**src/usf_pkg.sv**
```systemverilog
package usf_pkg;

  // register word offsets (byte addresses)
  localparam logic [7:0] USF_STATUS_OFS = 8'h00;
  localparam logic [7:0] USF_DATA_OFS = 8'h04;
  localparam logic [7:0] USF_CTRL_OFS = 8'h08;

  // line_status_flags field positions
  localparam int USF_PARITY_BIT = 0;
  localparam int USF_FRAMING_BIT = 1;
  localparam int USF_NOISE_BIT = 2;
  localparam int USF_OVERRUN_BIT = 3;
  localparam int USF_IDLE_BIT = 4;
  localparam int USF_RX_FULL_BIT = 5;
  localparam int USF_TX_DONE_BIT = 6;
  localparam int USF_TX_EMPTY_BIT = 7;
  localparam int USF_BREAK_BIT = 8;
  localparam int USF_CTS_BIT = 9;
  localparam int USF_STATUS_W = 10;

  // control register field positions
  localparam int USF_C_FLOW_EN = 0;
  localparam int USF_C_CTS_IE = 1;
  localparam int USF_C_BREAK_IE = 2;
  localparam int USF_C_TX_EMPTY_IE = 3;
  localparam int USF_C_TX_DONE_IE = 4;
  localparam int USF_C_RX_FULL_IE = 5;
  localparam int USF_C_IDLE_IE = 6;
  localparam int USF_C_ERR_IE = 7;
  localparam int USF_C_PARITY_IE = 8;
  localparam int USF_C_MULTIBUF = 9;
  localparam int USF_C_RX_EN = 10;
  localparam int USF_CTRL_W = 11;

  // data field width and reset values
  localparam int USF_DATA_W = 9;
  localparam logic [USF_STATUS_W-1:0] USF_STATUS_RST = 10'h0C0;
  localparam logic [USF_CTRL_W-1:0] USF_CTRL_RST = 11'h000;
  localparam logic [USF_DATA_W-1:0] USF_DATA_RST = 9'h000;

  // clear-to-send pin idles high (inactive)
  localparam logic USF_CTS_IDLE = 1'b1;

endpackage : usf_pkg

```
**src/usf_status_flags.sv**
```systemverilog
// Overview of operation
// - clear-to-send edge sets change flag when enabled
// - line break sets break flag, interrupt if enabled
// - tx empty set on shifter load, resets high
// - data write clears tx empty; interrupts while set
// - tx complete set after frame with empty holding
// - tx complete cleared by status-then-write or zero
// - tx complete interrupts while set and enabled
// - rx not empty set on word arrival, resets low
// - rx not empty cleared by data access or zero
// - rx interrupt enable covers rx and overrun
// - idle sets flag; status-then-data read clears it
// - idle rearmed only by newly received word
// - overrun set when word arrives while unread
// - overrun keeps unread holding data intact
// - multibuffer error enable interrupts on overrun
// - noise flag set on noisy frame, read-sequence clear
// - noise interrupts only through multibuffer error enable
// - framing error set, multibuffer interrupt, sequence clear
// - parity error in receive mode, enable, sequence clear
// - one data address, two holding registers
`timescale 1ns/1ns
module usf_status_flags
  import usf_pkg::*;
#(
  parameter int DATA_W = USF_DATA_W
) (
  input wire logic core_clk_in, // peripheral bus clock
  input wire logic sys_rst_in, // synchronous reset, active high
  input wire logic [7:0] reg_addr_in, // register byte address
  input wire logic [31:0] reg_wdata_in, // register write data
  input wire logic reg_wr_in, // write strobe
  input wire logic reg_rd_in, // read strobe
  output logic [31:0] reg_rdata_out, // read data, one cycle after strobe
  input wire logic clear_to_send_input_n_in, // modem pin, active low
  input wire logic tx_shift_ready_in, // shifter can take a word
  input wire logic tx_frame_done_in, // pulse: data frame left the line
  output logic tx_load_out, // pulse: holding word handed over
  output logic [DATA_W-1:0] tx_data_out, // word handed to shifter
  input wire logic rx_word_valid_in, // pulse: shift register complete
  input wire logic [DATA_W-1:0] rx_word_in, // completed received word
  input wire logic rx_noise_in, // noise seen in that frame
  input wire logic rx_frame_err_in, // framing error in that frame
  input wire logic rx_parity_err_in, // parity mismatch in that frame
  input wire logic rx_idle_in, // pulse: idle line detected
  input wire logic line_break_in, // pulse: line break detected
  output logic irq_out // combined interrupt request
);

  ////////////////////////////////////////////////////////////////////////////
  // register port decode

  // strobes qualified by address; unmapped accesses fall through
  wire logic status_wr = reg_wr_in && (reg_addr_in == USF_STATUS_OFS);
  wire logic status_rd = reg_rd_in && (reg_addr_in == USF_STATUS_OFS);
  wire logic data_wr = reg_wr_in && (reg_addr_in == USF_DATA_OFS);
  wire logic data_rd = reg_rd_in && (reg_addr_in == USF_DATA_OFS);
  wire logic ctrl_wr = reg_wr_in && (reg_addr_in == USF_CTRL_OFS);
  wire logic ctrl_rd = reg_rd_in && (reg_addr_in == USF_CTRL_OFS);

  // write-zero-to-clear: a 1 written leaves the flag alone
  function automatic logic zero_clear(input logic [31:0] wd, input int pos);
    zero_clear = !wd[pos];
  endfunction : zero_clear

  ////////////////////////////////////////////////////////////////////////////
  // control register

  logic [USF_CTRL_W-1:0] ctrl_reg;

  // enables and mode bits, plain read/write
  always_ff @(posedge core_clk_in) begin
    if (sys_rst_in) begin
      ctrl_reg <= USF_CTRL_RST;
    end else if (ctrl_wr) begin
      ctrl_reg <= reg_wdata_in[USF_CTRL_W-1:0];
    end
  end

  // enable and mode bits picked out by name
  wire logic flow_handshake_enable = ctrl_reg[USF_C_FLOW_EN];
  wire logic handshake_change_irq_enable = ctrl_reg[USF_C_CTS_IE];
  wire logic line_break_irq_enable = ctrl_reg[USF_C_BREAK_IE];
  wire logic tx_holding_empty_irq_enable = ctrl_reg[USF_C_TX_EMPTY_IE];
  wire logic tx_complete_irq_enable = ctrl_reg[USF_C_TX_DONE_IE];
  wire logic rx_not_empty_irq_enable = ctrl_reg[USF_C_RX_FULL_IE];
  wire logic idle_line_irq_enable = ctrl_reg[USF_C_IDLE_IE];
  wire logic error_irq_enable = ctrl_reg[USF_C_ERR_IE];
  wire logic parity_irq_enable = ctrl_reg[USF_C_PARITY_IE];
  wire logic multibuffer_mode = ctrl_reg[USF_C_MULTIBUF];
  wire logic receiver_enable = ctrl_reg[USF_C_RX_EN];

  ////////////////////////////////////////////////////////////////////////////
  // status-read memory for the read/write clear sequences

  logic status_seen_reg;

  // armed by a status read, spent by the next data access
  always_ff @(posedge core_clk_in) begin
    if (sys_rst_in) begin
      status_seen_reg <= 1'b0;
    end else if (status_rd) begin
      status_seen_reg <= 1'b1;
    end else if (data_rd || data_wr) begin
      status_seen_reg <= 1'b0;
    end
  end

  // a sequence only counts after a completed status read
  wire logic seq_read_clear = data_rd && status_seen_reg;
  wire logic seq_write_clear = data_wr && status_seen_reg;

  ////////////////////////////////////////////////////////////////////////////
  // clear-to-send pin synchroniser and change detect

  logic cts_meta_reg;
  logic cts_sync_reg;
  logic cts_last_reg;

  // pin is asynchronous: two flops before anything looks at it
  always_ff @(posedge core_clk_in) begin
    if (sys_rst_in) begin
      cts_meta_reg <= USF_CTS_IDLE;
      cts_sync_reg <= USF_CTS_IDLE;
      cts_last_reg <= USF_CTS_IDLE;
    end else begin
      cts_meta_reg <= clear_to_send_input_n_in;
      cts_sync_reg <= cts_meta_reg;
      cts_last_reg <= cts_sync_reg;
    end
  end

  // either edge counts, only with flow control on
  wire logic cts_change = flow_handshake_enable && (cts_sync_reg != cts_last_reg);

  ////////////////////////////////////////////////////////////////////////////
  // status flags

  logic cts_flag_reg;
  logic line_break_flag_reg;
  logic tx_holding_empty_reg;
  logic tx_complete_flag_reg;
  logic rx_not_empty_reg;
  logic idle_flag_reg;
  logic idle_armed_reg;
  logic overrun_flag_reg;
  logic noise_flag_reg;
  logic framing_error_flag_reg;
  logic parity_error_flag_reg;

  // holding word moves to the shifter when full and shifter free
  wire logic tx_handover = !tx_holding_empty_reg && tx_shift_ready_in;
  // a new word lands only if the previous one was taken
  wire logic rx_accept = rx_word_valid_in && !rx_not_empty_reg;
  wire logic rx_overrun = rx_word_valid_in && rx_not_empty_reg;
  wire logic idle_set = rx_idle_in && idle_armed_reg;

  // modem change: hardware set wins over software write-zero
  always_ff @(posedge core_clk_in) begin
    if (sys_rst_in) begin
      cts_flag_reg <= 1'b0;
    end else if (cts_change) begin
      cts_flag_reg <= 1'b1;
    end else if (status_wr && zero_clear(reg_wdata_in, USF_CTS_BIT)) begin
      cts_flag_reg <= 1'b0;
    end
  end

  // line break flag, software cleared by writing zero
  always_ff @(posedge core_clk_in) begin
    if (sys_rst_in) begin
      line_break_flag_reg <= 1'b0;
    end else if (line_break_in) begin
      line_break_flag_reg <= 1'b1;
    end else if (status_wr && zero_clear(reg_wdata_in, USF_BREAK_BIT)) begin
      line_break_flag_reg <= 1'b0;
    end
  end

  // tx empty is read-only; a write that meets a handover queues a fresh
  // word, so here the clear must win over the set
  always_ff @(posedge core_clk_in) begin
    if (sys_rst_in) begin
      tx_holding_empty_reg <= 1'b1;
    end else if (data_wr) begin
      tx_holding_empty_reg <= 1'b0;
    end else if (tx_handover) begin
      tx_holding_empty_reg <= 1'b1;
    end
  end

  // empty holding seen in this cycle or about to be
  wire logic tx_empty_now = (tx_holding_empty_reg || tx_handover) && !data_wr;

  // tx complete: set wins over both clear routes
  always_ff @(posedge core_clk_in) begin
    if (sys_rst_in) begin
      tx_complete_flag_reg <= 1'b1;
    end else if (tx_frame_done_in && tx_empty_now) begin
      tx_complete_flag_reg <= 1'b1;
    end else if (seq_write_clear) begin
      tx_complete_flag_reg <= 1'b0;
    end else if (status_wr && zero_clear(reg_wdata_in, USF_TX_DONE_BIT)) begin
      tx_complete_flag_reg <= 1'b0;
    end
  end

  // rx not empty: cleared by any data access or by writing zero
  always_ff @(posedge core_clk_in) begin
    if (sys_rst_in) begin
      rx_not_empty_reg <= 1'b0;
    end else if (rx_accept) begin
      rx_not_empty_reg <= 1'b1;
    end else if (data_rd || data_wr) begin
      rx_not_empty_reg <= 1'b0;
    end else if (status_wr && zero_clear(reg_wdata_in, USF_RX_FULL_BIT)) begin
      rx_not_empty_reg <= 1'b0;
    end
  end

  // idle flag, cleared by status read then data read
  always_ff @(posedge core_clk_in) begin
    if (sys_rst_in) begin
      idle_flag_reg <= 1'b0;
    end else if (idle_set) begin
      idle_flag_reg <= 1'b1;
    end else if (seq_read_clear) begin
      idle_flag_reg <= 1'b0;
    end
  end

  // one idle report per burst: rearmed by the next accepted word
  always_ff @(posedge core_clk_in) begin
    if (sys_rst_in) begin
      idle_armed_reg <= 1'b1;
    end else if (rx_accept) begin
      idle_armed_reg <= 1'b1;
    end else if (idle_set) begin
      idle_armed_reg <= 1'b0;
    end
  end

  // overrun, cleared by the read sequence like the other errors
  always_ff @(posedge core_clk_in) begin
    if (sys_rst_in) begin
      overrun_flag_reg <= 1'b0;
    end else if (rx_overrun) begin
      overrun_flag_reg <= 1'b1;
    end else if (seq_read_clear) begin
      overrun_flag_reg <= 1'b0;
    end
  end

  // noise flag
  always_ff @(posedge core_clk_in) begin
    if (sys_rst_in) begin
      noise_flag_reg <= 1'b0;
    end else if (rx_word_valid_in && rx_noise_in) begin
      noise_flag_reg <= 1'b1;
    end else if (seq_read_clear) begin
      noise_flag_reg <= 1'b0;
    end
  end

  // framing error flag
  always_ff @(posedge core_clk_in) begin
    if (sys_rst_in) begin
      framing_error_flag_reg <= 1'b0;
    end else if (rx_word_valid_in && rx_frame_err_in) begin
      framing_error_flag_reg <= 1'b1;
    end else if (seq_read_clear) begin
      framing_error_flag_reg <= 1'b0;
    end
  end

  // parity error only counts while receiving
  always_ff @(posedge core_clk_in) begin
    if (sys_rst_in) begin
      parity_error_flag_reg <= 1'b0;
    end else if (receiver_enable && rx_word_valid_in && rx_parity_err_in) begin
      parity_error_flag_reg <= 1'b1;
    end else if (seq_read_clear) begin
      parity_error_flag_reg <= 1'b0;
    end
  end

  ////////////////////////////////////////////////////////////////////////////
  // holding registers behind the one data address

  logic [DATA_W-1:0] rx_holding_register;
  logic [DATA_W-1:0] tx_holding_register;

  // receive side keeps the unread word when an overrun hits
  always_ff @(posedge core_clk_in) begin
    if (sys_rst_in) begin
      rx_holding_register <= DATA_W'(USF_DATA_RST);
    end else if (rx_accept) begin
      rx_holding_register <= rx_word_in;
    end
  end

  // transmit side loaded by software writes
  always_ff @(posedge core_clk_in) begin
    if (sys_rst_in) begin
      tx_holding_register <= DATA_W'(USF_DATA_RST);
    end else if (data_wr) begin
      tx_holding_register <= reg_wdata_in[DATA_W-1:0];
    end
  end

  // handover pulse and word to the shifter
  always_ff @(posedge core_clk_in) begin
    if (sys_rst_in) begin
      tx_load_out <= 1'b0;
      tx_data_out <= DATA_W'(USF_DATA_RST);
    end else begin
      tx_load_out <= tx_handover;
      if (tx_handover) begin
        tx_data_out <= tx_holding_register;
      end
    end
  end

  ////////////////////////////////////////////////////////////////////////////
  // read data

  logic [USF_STATUS_W-1:0] status_word;

  always_comb begin
    status_word = '0;
    status_word[USF_PARITY_BIT] = parity_error_flag_reg;
    status_word[USF_FRAMING_BIT] = framing_error_flag_reg;
    status_word[USF_NOISE_BIT] = noise_flag_reg;
    status_word[USF_OVERRUN_BIT] = overrun_flag_reg;
    status_word[USF_IDLE_BIT] = idle_flag_reg;
    status_word[USF_RX_FULL_BIT] = rx_not_empty_reg;
    status_word[USF_TX_DONE_BIT] = tx_complete_flag_reg;
    status_word[USF_TX_EMPTY_BIT] = tx_holding_empty_reg;
    status_word[USF_BREAK_BIT] = line_break_flag_reg;
    status_word[USF_CTS_BIT] = cts_flag_reg;
  end

  // registered read: values as they stood at the strobe; reserved and
  // unmapped bits read zero
  always_ff @(posedge core_clk_in) begin
    if (sys_rst_in) begin
      reg_rdata_out <= 32'h0000_0000;
    end else if (status_rd) begin
      reg_rdata_out <= 32'(status_word);
    end else if (data_rd) begin
      reg_rdata_out <= 32'(rx_holding_register);
    end else if (ctrl_rd) begin
      reg_rdata_out <= 32'(ctrl_reg);
    end else begin
      reg_rdata_out <= 32'h0000_0000;
    end
  end

  ////////////////////////////////////////////////////////////////////////////
  // interrupt request

  logic irq_any;
  logic err_gate;

  // noise and framing flags only reach the request in multibuffer mode
  assign err_gate = multibuffer_mode && error_irq_enable;

  always_comb begin
    irq_any = 1'b0;
    irq_any = irq_any || (cts_flag_reg && handshake_change_irq_enable);
    irq_any = irq_any || (line_break_flag_reg && line_break_irq_enable);
    irq_any = irq_any || (tx_holding_empty_reg && tx_holding_empty_irq_enable);
    irq_any = irq_any || (tx_complete_flag_reg && tx_complete_irq_enable);
    irq_any = irq_any || (rx_not_empty_reg && rx_not_empty_irq_enable);
    irq_any = irq_any || (overrun_flag_reg && rx_not_empty_irq_enable);
    irq_any = irq_any || (idle_flag_reg && idle_line_irq_enable);
    irq_any = irq_any || (parity_error_flag_reg && parity_irq_enable);
    irq_any = irq_any || (overrun_flag_reg && err_gate);
    irq_any = irq_any || (noise_flag_reg && err_gate);
    irq_any = irq_any || (framing_error_flag_reg && err_gate);
  end

  // registered so the request is glitch free; one cycle behind flags
  always_ff @(posedge core_clk_in) begin
    if (sys_rst_in) begin
      irq_out <= 1'b0;
    end else begin
      irq_out <= irq_any;
    end
  end

endmodule : usf_status_flags

```
**config.mk**
```make
export PLATFORM = sky130hd
export DESIGN_NAME = usf_status_flags
export DESIGN_NICKNAME = d
export VERILOG_FILES = /design/src/usf_pkg.sv /design/src/usf_status_flags.sv
export SDC_FILE = /design/constraint.sdc
export NUM_CORES = 1
export LEC_CHECK = 0
export ABC_CLOCK_PERIOD_IN_PS = 2860
export BUFFER_PORTS_ARGS = -buffer_cell sky130_fd_sc_hd__buf_2
export CAP_MARGIN = 10
export CORE_MARGIN = 2
export CORE_UTILIZATION = 30
export CTS_BUF_LIST = sky130_fd_sc_hd__clkbuf_2 sky130_fd_sc_hd__clkbuf_4 sky130_fd_sc_hd__clkbuf_8
export CTS_CLUSTER_DIAMETER = 30
export DETAILED_ROUTE_END_ITERATION = 8
export PLACE_DENSITY_LB_ADDON = 0.12
export SYNTH_ARGS = -nofsm -noshare
export SYNTH_HDL_FRONTEND = slang
export SYNTH_SLANG_ARGS = --single-unit
```
**constraint.sdc**
```tcl
create_clock -name core_clk_in -period 2.86 [get_ports core_clk_in]
set_input_delay 0.143 -clock core_clk_in [delete_from_list [all_inputs] [get_ports core_clk_in]]
set_output_delay 0.143 -clock core_clk_in [all_outputs]
set_load 0.02 [all_outputs]
```
Word level (Yosys, flattened, before mapping)

Cells that the tools add are included.
Widths: inputs -> output; s select.

Flip-flop bits (word level): 87
Output and inout bits: 43

Eq/ne operators: 3
Muxes and demuxes: 22
Bitwise operators: 1
Reduce and logical (&&, ||, !) cells: 70

Operator list:

| cell               | number |
|---|---|
| $logic_and 1x1->1  | 35 |
| $mux 10            | 3 |
| $reduce_bool 2->1  | 10 |
| $mux 1             | 19 |
| $logic_or 1x1->1   | 12 |
| $eq 8x3->1 const B | 1 |
| $eq 8x4->1 const B | 1 |
| $logic_not 8->1    | 1 |
| $logic_not 1->1    | 7 |
| $reduce_or 2->1    | 2 |
| $reduce_or 4->1    | 1 |
| $reduce_bool 3->1  | 1 |
| $reduce_or 3->1    | 1 |
| $ne 1x1->1         | 1 |
| $not 1->1          | 1 |

Longest topological paths before layout

Depth in word-level cells: 11
Depth in mapped cells: 6
Depth with buffers taken out: 3

Worst setup path before layout

Ideal clock, no wire load.

Path kind: input port to flip-flop
Start: input reg_addr_in[2]
End: register ctrl_reg[10]
Library setup time: 132 ps
Arrival: 1,245 ps
Data required time: 2,728 ps
Slack: 1,482 ps
Cell stages on the path: 6
Cell sequence: buf_6 or4b_1 buf_2 buf_6 o31ai_1 a21oi_1

Word-level cells in the longest chain between the ends: 2

Ends and longest elaborated chain:

| element                | RTL line               | RTL |
|---|---|---|
| start: declaration     | usf_status_flags.sv:30 | `input wire logic [7:0] reg_addr_in,` |
| $eq 8x4->1             | usf_status_flags.sv:58 | `wire logic ctrl_wr = reg_wr_in && (reg_addr_in == USF_CTRL_OFS);` |
| $logic_and 1x1->1      | usf_status_flags.sv:58 |  |
| end signal: assignment | usf_status_flags.sv:76 | `ctrl_reg <= reg_wdata_in[USF_CTRL_W-1:0];` |
| end: declaration       | usf_status_flags.sv:69 | `logic [USF_CTRL_W-1:0] ctrl_reg;` |

Every way passes these cells.
A chain may end at the register's enable or synchronous reset.

Worst setup path in the final report

Start: input reg_addr_in[2]
End: register tx_complete_flag_reg

Word-level cells in the longest chain between the ends: 6

Ends and longest elaborated chain:

| element                   | RTL line                | RTL |
|---|---|---|
| $eq 8x3->1                | usf_status_flags.sv:56  | `wire logic data_wr = reg_wr_in && (reg_addr_in == USF_DATA_OFS);` |
| $logic_and 1x1->1         | usf_status_flags.sv:56  |  |
| $logic_not 1->1           | usf_status_flags.sv:193 | `wire logic tx_empty_now = (tx_holding_empty_reg \|\| tx_handover) && !data_wr;` |
| $logic_and 1x1->1         | usf_status_flags.sv:193 |  |
| $logic_and 1x1->1         | usf_status_flags.sv:199 | `end else if (tx_frame_done_in && tx_empty_now) begin` |
| $reduce_or 2->1 (no line) | n/a                     |  |
| end signal: assignment    | usf_status_flags.sv:198 | `tx_complete_flag_reg <= 1'b1;` |
| end signal: assignment    | usf_status_flags.sv:200 | `tx_complete_flag_reg <= 1'b1;` |
| end signal: assignment    | usf_status_flags.sv:202 | `tx_complete_flag_reg <= 1'b0;` |
| end: declaration          | usf_status_flags.sv:142 | `logic tx_complete_flag_reg;` |

Parallel ways exist; a longest one is shown, timed or not.

==> flow_metrics.env <==
export IMPL_die_w_um=103.6
export IMPL_cp_required_ns=3.08
export IMPL_clockRootBuffer="clkbuf_8"
export IMPL_maxCapViolations=0
export IMPL_drc_errors=0
export IMPL_ys_seq_area_share_pct=44.37
export IMPL_antenna_cells=0
export IMPL_setup_viol=0
export IMPL_drive_gt1_share_pct=25.39
export IMPL_ios=105
export IMPL_ir_drop_uv=183.9
export IMPL_hold_viol=0
export IMPL_post_route_min_period_ns=1.517
export IMPL_post_cts_buffers=0
export IMPL_arrival_ns=1.74
export IMPL_ctsResizeCount=0
export IMPL_antenna_found_initial=0
export IMPL_end_kind="register"
export IMPL_instances_no_fill=515
export IMPL_max_freq_mhz=659.4
export IMPL_async_reset_ff_share_pct=0
export IMPL_die_h_um=103.6
export IMPL_crit_fanout=18
export IMPL_post_dp_cell_area_um2=3244
export IMPL_clockBufferDepth=2
export IMPL_gp_congestion=0.7555
export IMPL_gr_total_overflow=0
export IMPL_wl_per_cell_um=15.28
export IMPL_floorplan_initialDensity_pct=30.75
export IMPL_first_global_vias=2485
export IMPL_final_util_pct=36.25
export IMPL_start_kind="input pin"
export IMPL_ys_ff_latch=66
export IMPL_synth_area_leader_cell="dfxtp_1"
export IMPL_synth_cells=329
export IMPL_tns_ns=0
export IMPL_synth_main_ff_cell="dfxtp_1"
export IMPL_path_buf_inv=1
export IMPL_rows=36
export IMPL_io_buffers=62
export IMPL_hold_class="input pin to register"
export IMPL_dpl_hpwl_mm=5.502
export IMPL_clock_skew_ns=0.01492
export IMPL_path_clk_slew_ns=0.08
export IMPL_syn_area_per_cell_um2=9.051
export IMPL_vias_per_cell=4.948
export IMPL_ys_warn_count=0
export IMPL_drt_total_wl_mm=7.867
export IMPL_timing_final_crit_share_pct=53.03
export IMPL_slowest_delay_ns=0.84
export IMPL_synth_top_cell_area_share_pct=44.37
export IMPL_grt_max_degree=51
export IMPL_finalWorstSetupSlack_ns=1.343
export IMPL_hold_buffers=2
export IMPL_grt_usage_pct=15.19
export IMPL_insertion_delay_ns=0.35
export IMPL_grt_setup_unrepaired="no"
export IMPL_numCtsBuffers=9
export IMPL_areaGrowthSynthToFinish_pct=17.90
export IMPL_core_area_um2=9684
export IMPL_dp_cells=497
export IMPL_cts_tree="done"
export IMPL_slowest_stage="or4b_1"
export IMPL_final_area_um2=3511
export IMPL_final_nets=439
export IMPL_slew_headroom_pct=52.13
export IMPL_ant_nets=0
export IMPL_synth_most_common_cell="dfxtp_1"
export IMPL_dp_slack_ns=1.006
export IMPL_htree_levels=3
export IMPL_criticalPathCategory="input pin to register"
export IMPL_drtIter0Drc=116
export IMPL_slew_viol_final=0
export IMPL_synth_area_leaders="dfxtp_1 44%, a21oi_1 8.2%, buf_4 5.3%, nand2_1 4.9%, nand4_1 4.2%"
export IMPL_syn_area_um2=2978
export IMPL_status="complete, no violations"
export IMPL_synth_enable_flop_cells=0
export IMPL_leakage_nw=1.303
export IMPL_ys_top_cells_by_count="66 x dfxtp_1, 49 x a21oi_1, 39 x nand2_1, 21 x buf_4"
export IMPL_grt_pass1_wl_mm=13.15
export IMPL_crit_chain="buf_2, or4b_1, o41ai_1, a31oi_1"
export IMPL_power_density_nw_per_um2=593.7
export IMPL_synth_distinct_cells=47
export IMPL_dieArea_um2=10740
export IMPL_worst_slew_pin_slew_ns=0.7180
export IMPL_dr_pass1_iters=5
export IMPL_cts_sinks=66
export IMPL_vias=2548
export IMPL_crit_family="simple AND/OR/NAND/NOR gates"
final cells by class:
| class | instances | area, µm² |
|---|---|---|
| multi-input cells | 221 | 1379 |
| fillers | 1027 | 6173 |
| flip-flops and latches | 66 | 1321 |
| clock inverters | 6 | 115.1 |
| clock buffers | 10 | 131.4 |
| inverters | 12 | 45.04 |
| well taps | 133 | 166.4 |
| repair buffers | 67 | 352.8 |
metal layers:
layer  GRT usage (%)  up-vias  share of wire, %
met5               0        -                 0
met4           5.695        0               1.7
met3           3.335       17               4.5
met2           23.27       72                45
met1           20.93     1208                49
li1                -     1251                 -
per-stage QoR:
stage | total power [mW] | hold WS [ns]
floorplan | 1.100 | 0.2401
global placement | 1.137 | 0.3270
detailed placement | 1.138 | 0.3245
CTS | 2.109 | 0.002781
global route | 2.177 | 0.01223
finish | 2.084 | 0.01751
worst paths after layout:
kind	cells after the start	start	endpoint	slack, ns
max reg2reg	3	status_seen_reg$_SDFFE_PP0P_	framing_error_flag_reg$_SDFFE_PP0P_	1.56
min	2	rx_frame_err_in	framing_error_flag_reg$_SDFFE_PP0P_	0.02
min reg2reg	1	cts_meta_reg$_SDFF_PP1_	cts_sync_reg$_SDFF_PP1_	0.41
max	4	reg_addr_in[2]	tx_complete_flag_reg$_SDFFE_PP1P_	1.34
cell families (layout without fill, tap and decap cells):
| logic type | after synthesis | in the layout | synth area share [%] |
|---|---|---|---|
| other | 1 | 21 | 0.1259 |
| buffers and inverters | 62 | 95 | 11.85 |
| muxes | 1 | 1 | 0.3361 |
| xor gates and xnor gates | 1 | 1 | 0.2942 |
| AOI/OAI and AO/OA | 99 | 99 | 23.95 |
| DFF | 66 | 66 | 44.37 |
| and+or+nand+nor | 99 | 99 | 19.08 |
where the power goes:
part	leakage (nW)	internal, mW	switching, mW
combinational	0.648	0.0502	0.116
clock	0.120	0.592	0.375
sequential	0.535	0.938	0.0143
cells in the final DEF, fill, tap and decap left out, drive strengths merged, types with 3 or more instances in the layout:
master  count
o31ai      21
buf        65
o41ai       3
nand2b      4
nand2      39
conb       21
clkinv      3
or2         5
and3b       3
o221a       9
nor4        4
bufinv      3
a21oi      49
clkbuf     10
inv        11
nand4      20
nor2b      12
a22o        4
dfxtp      66
Note: power is estimated with default switching activity, not from simulation.
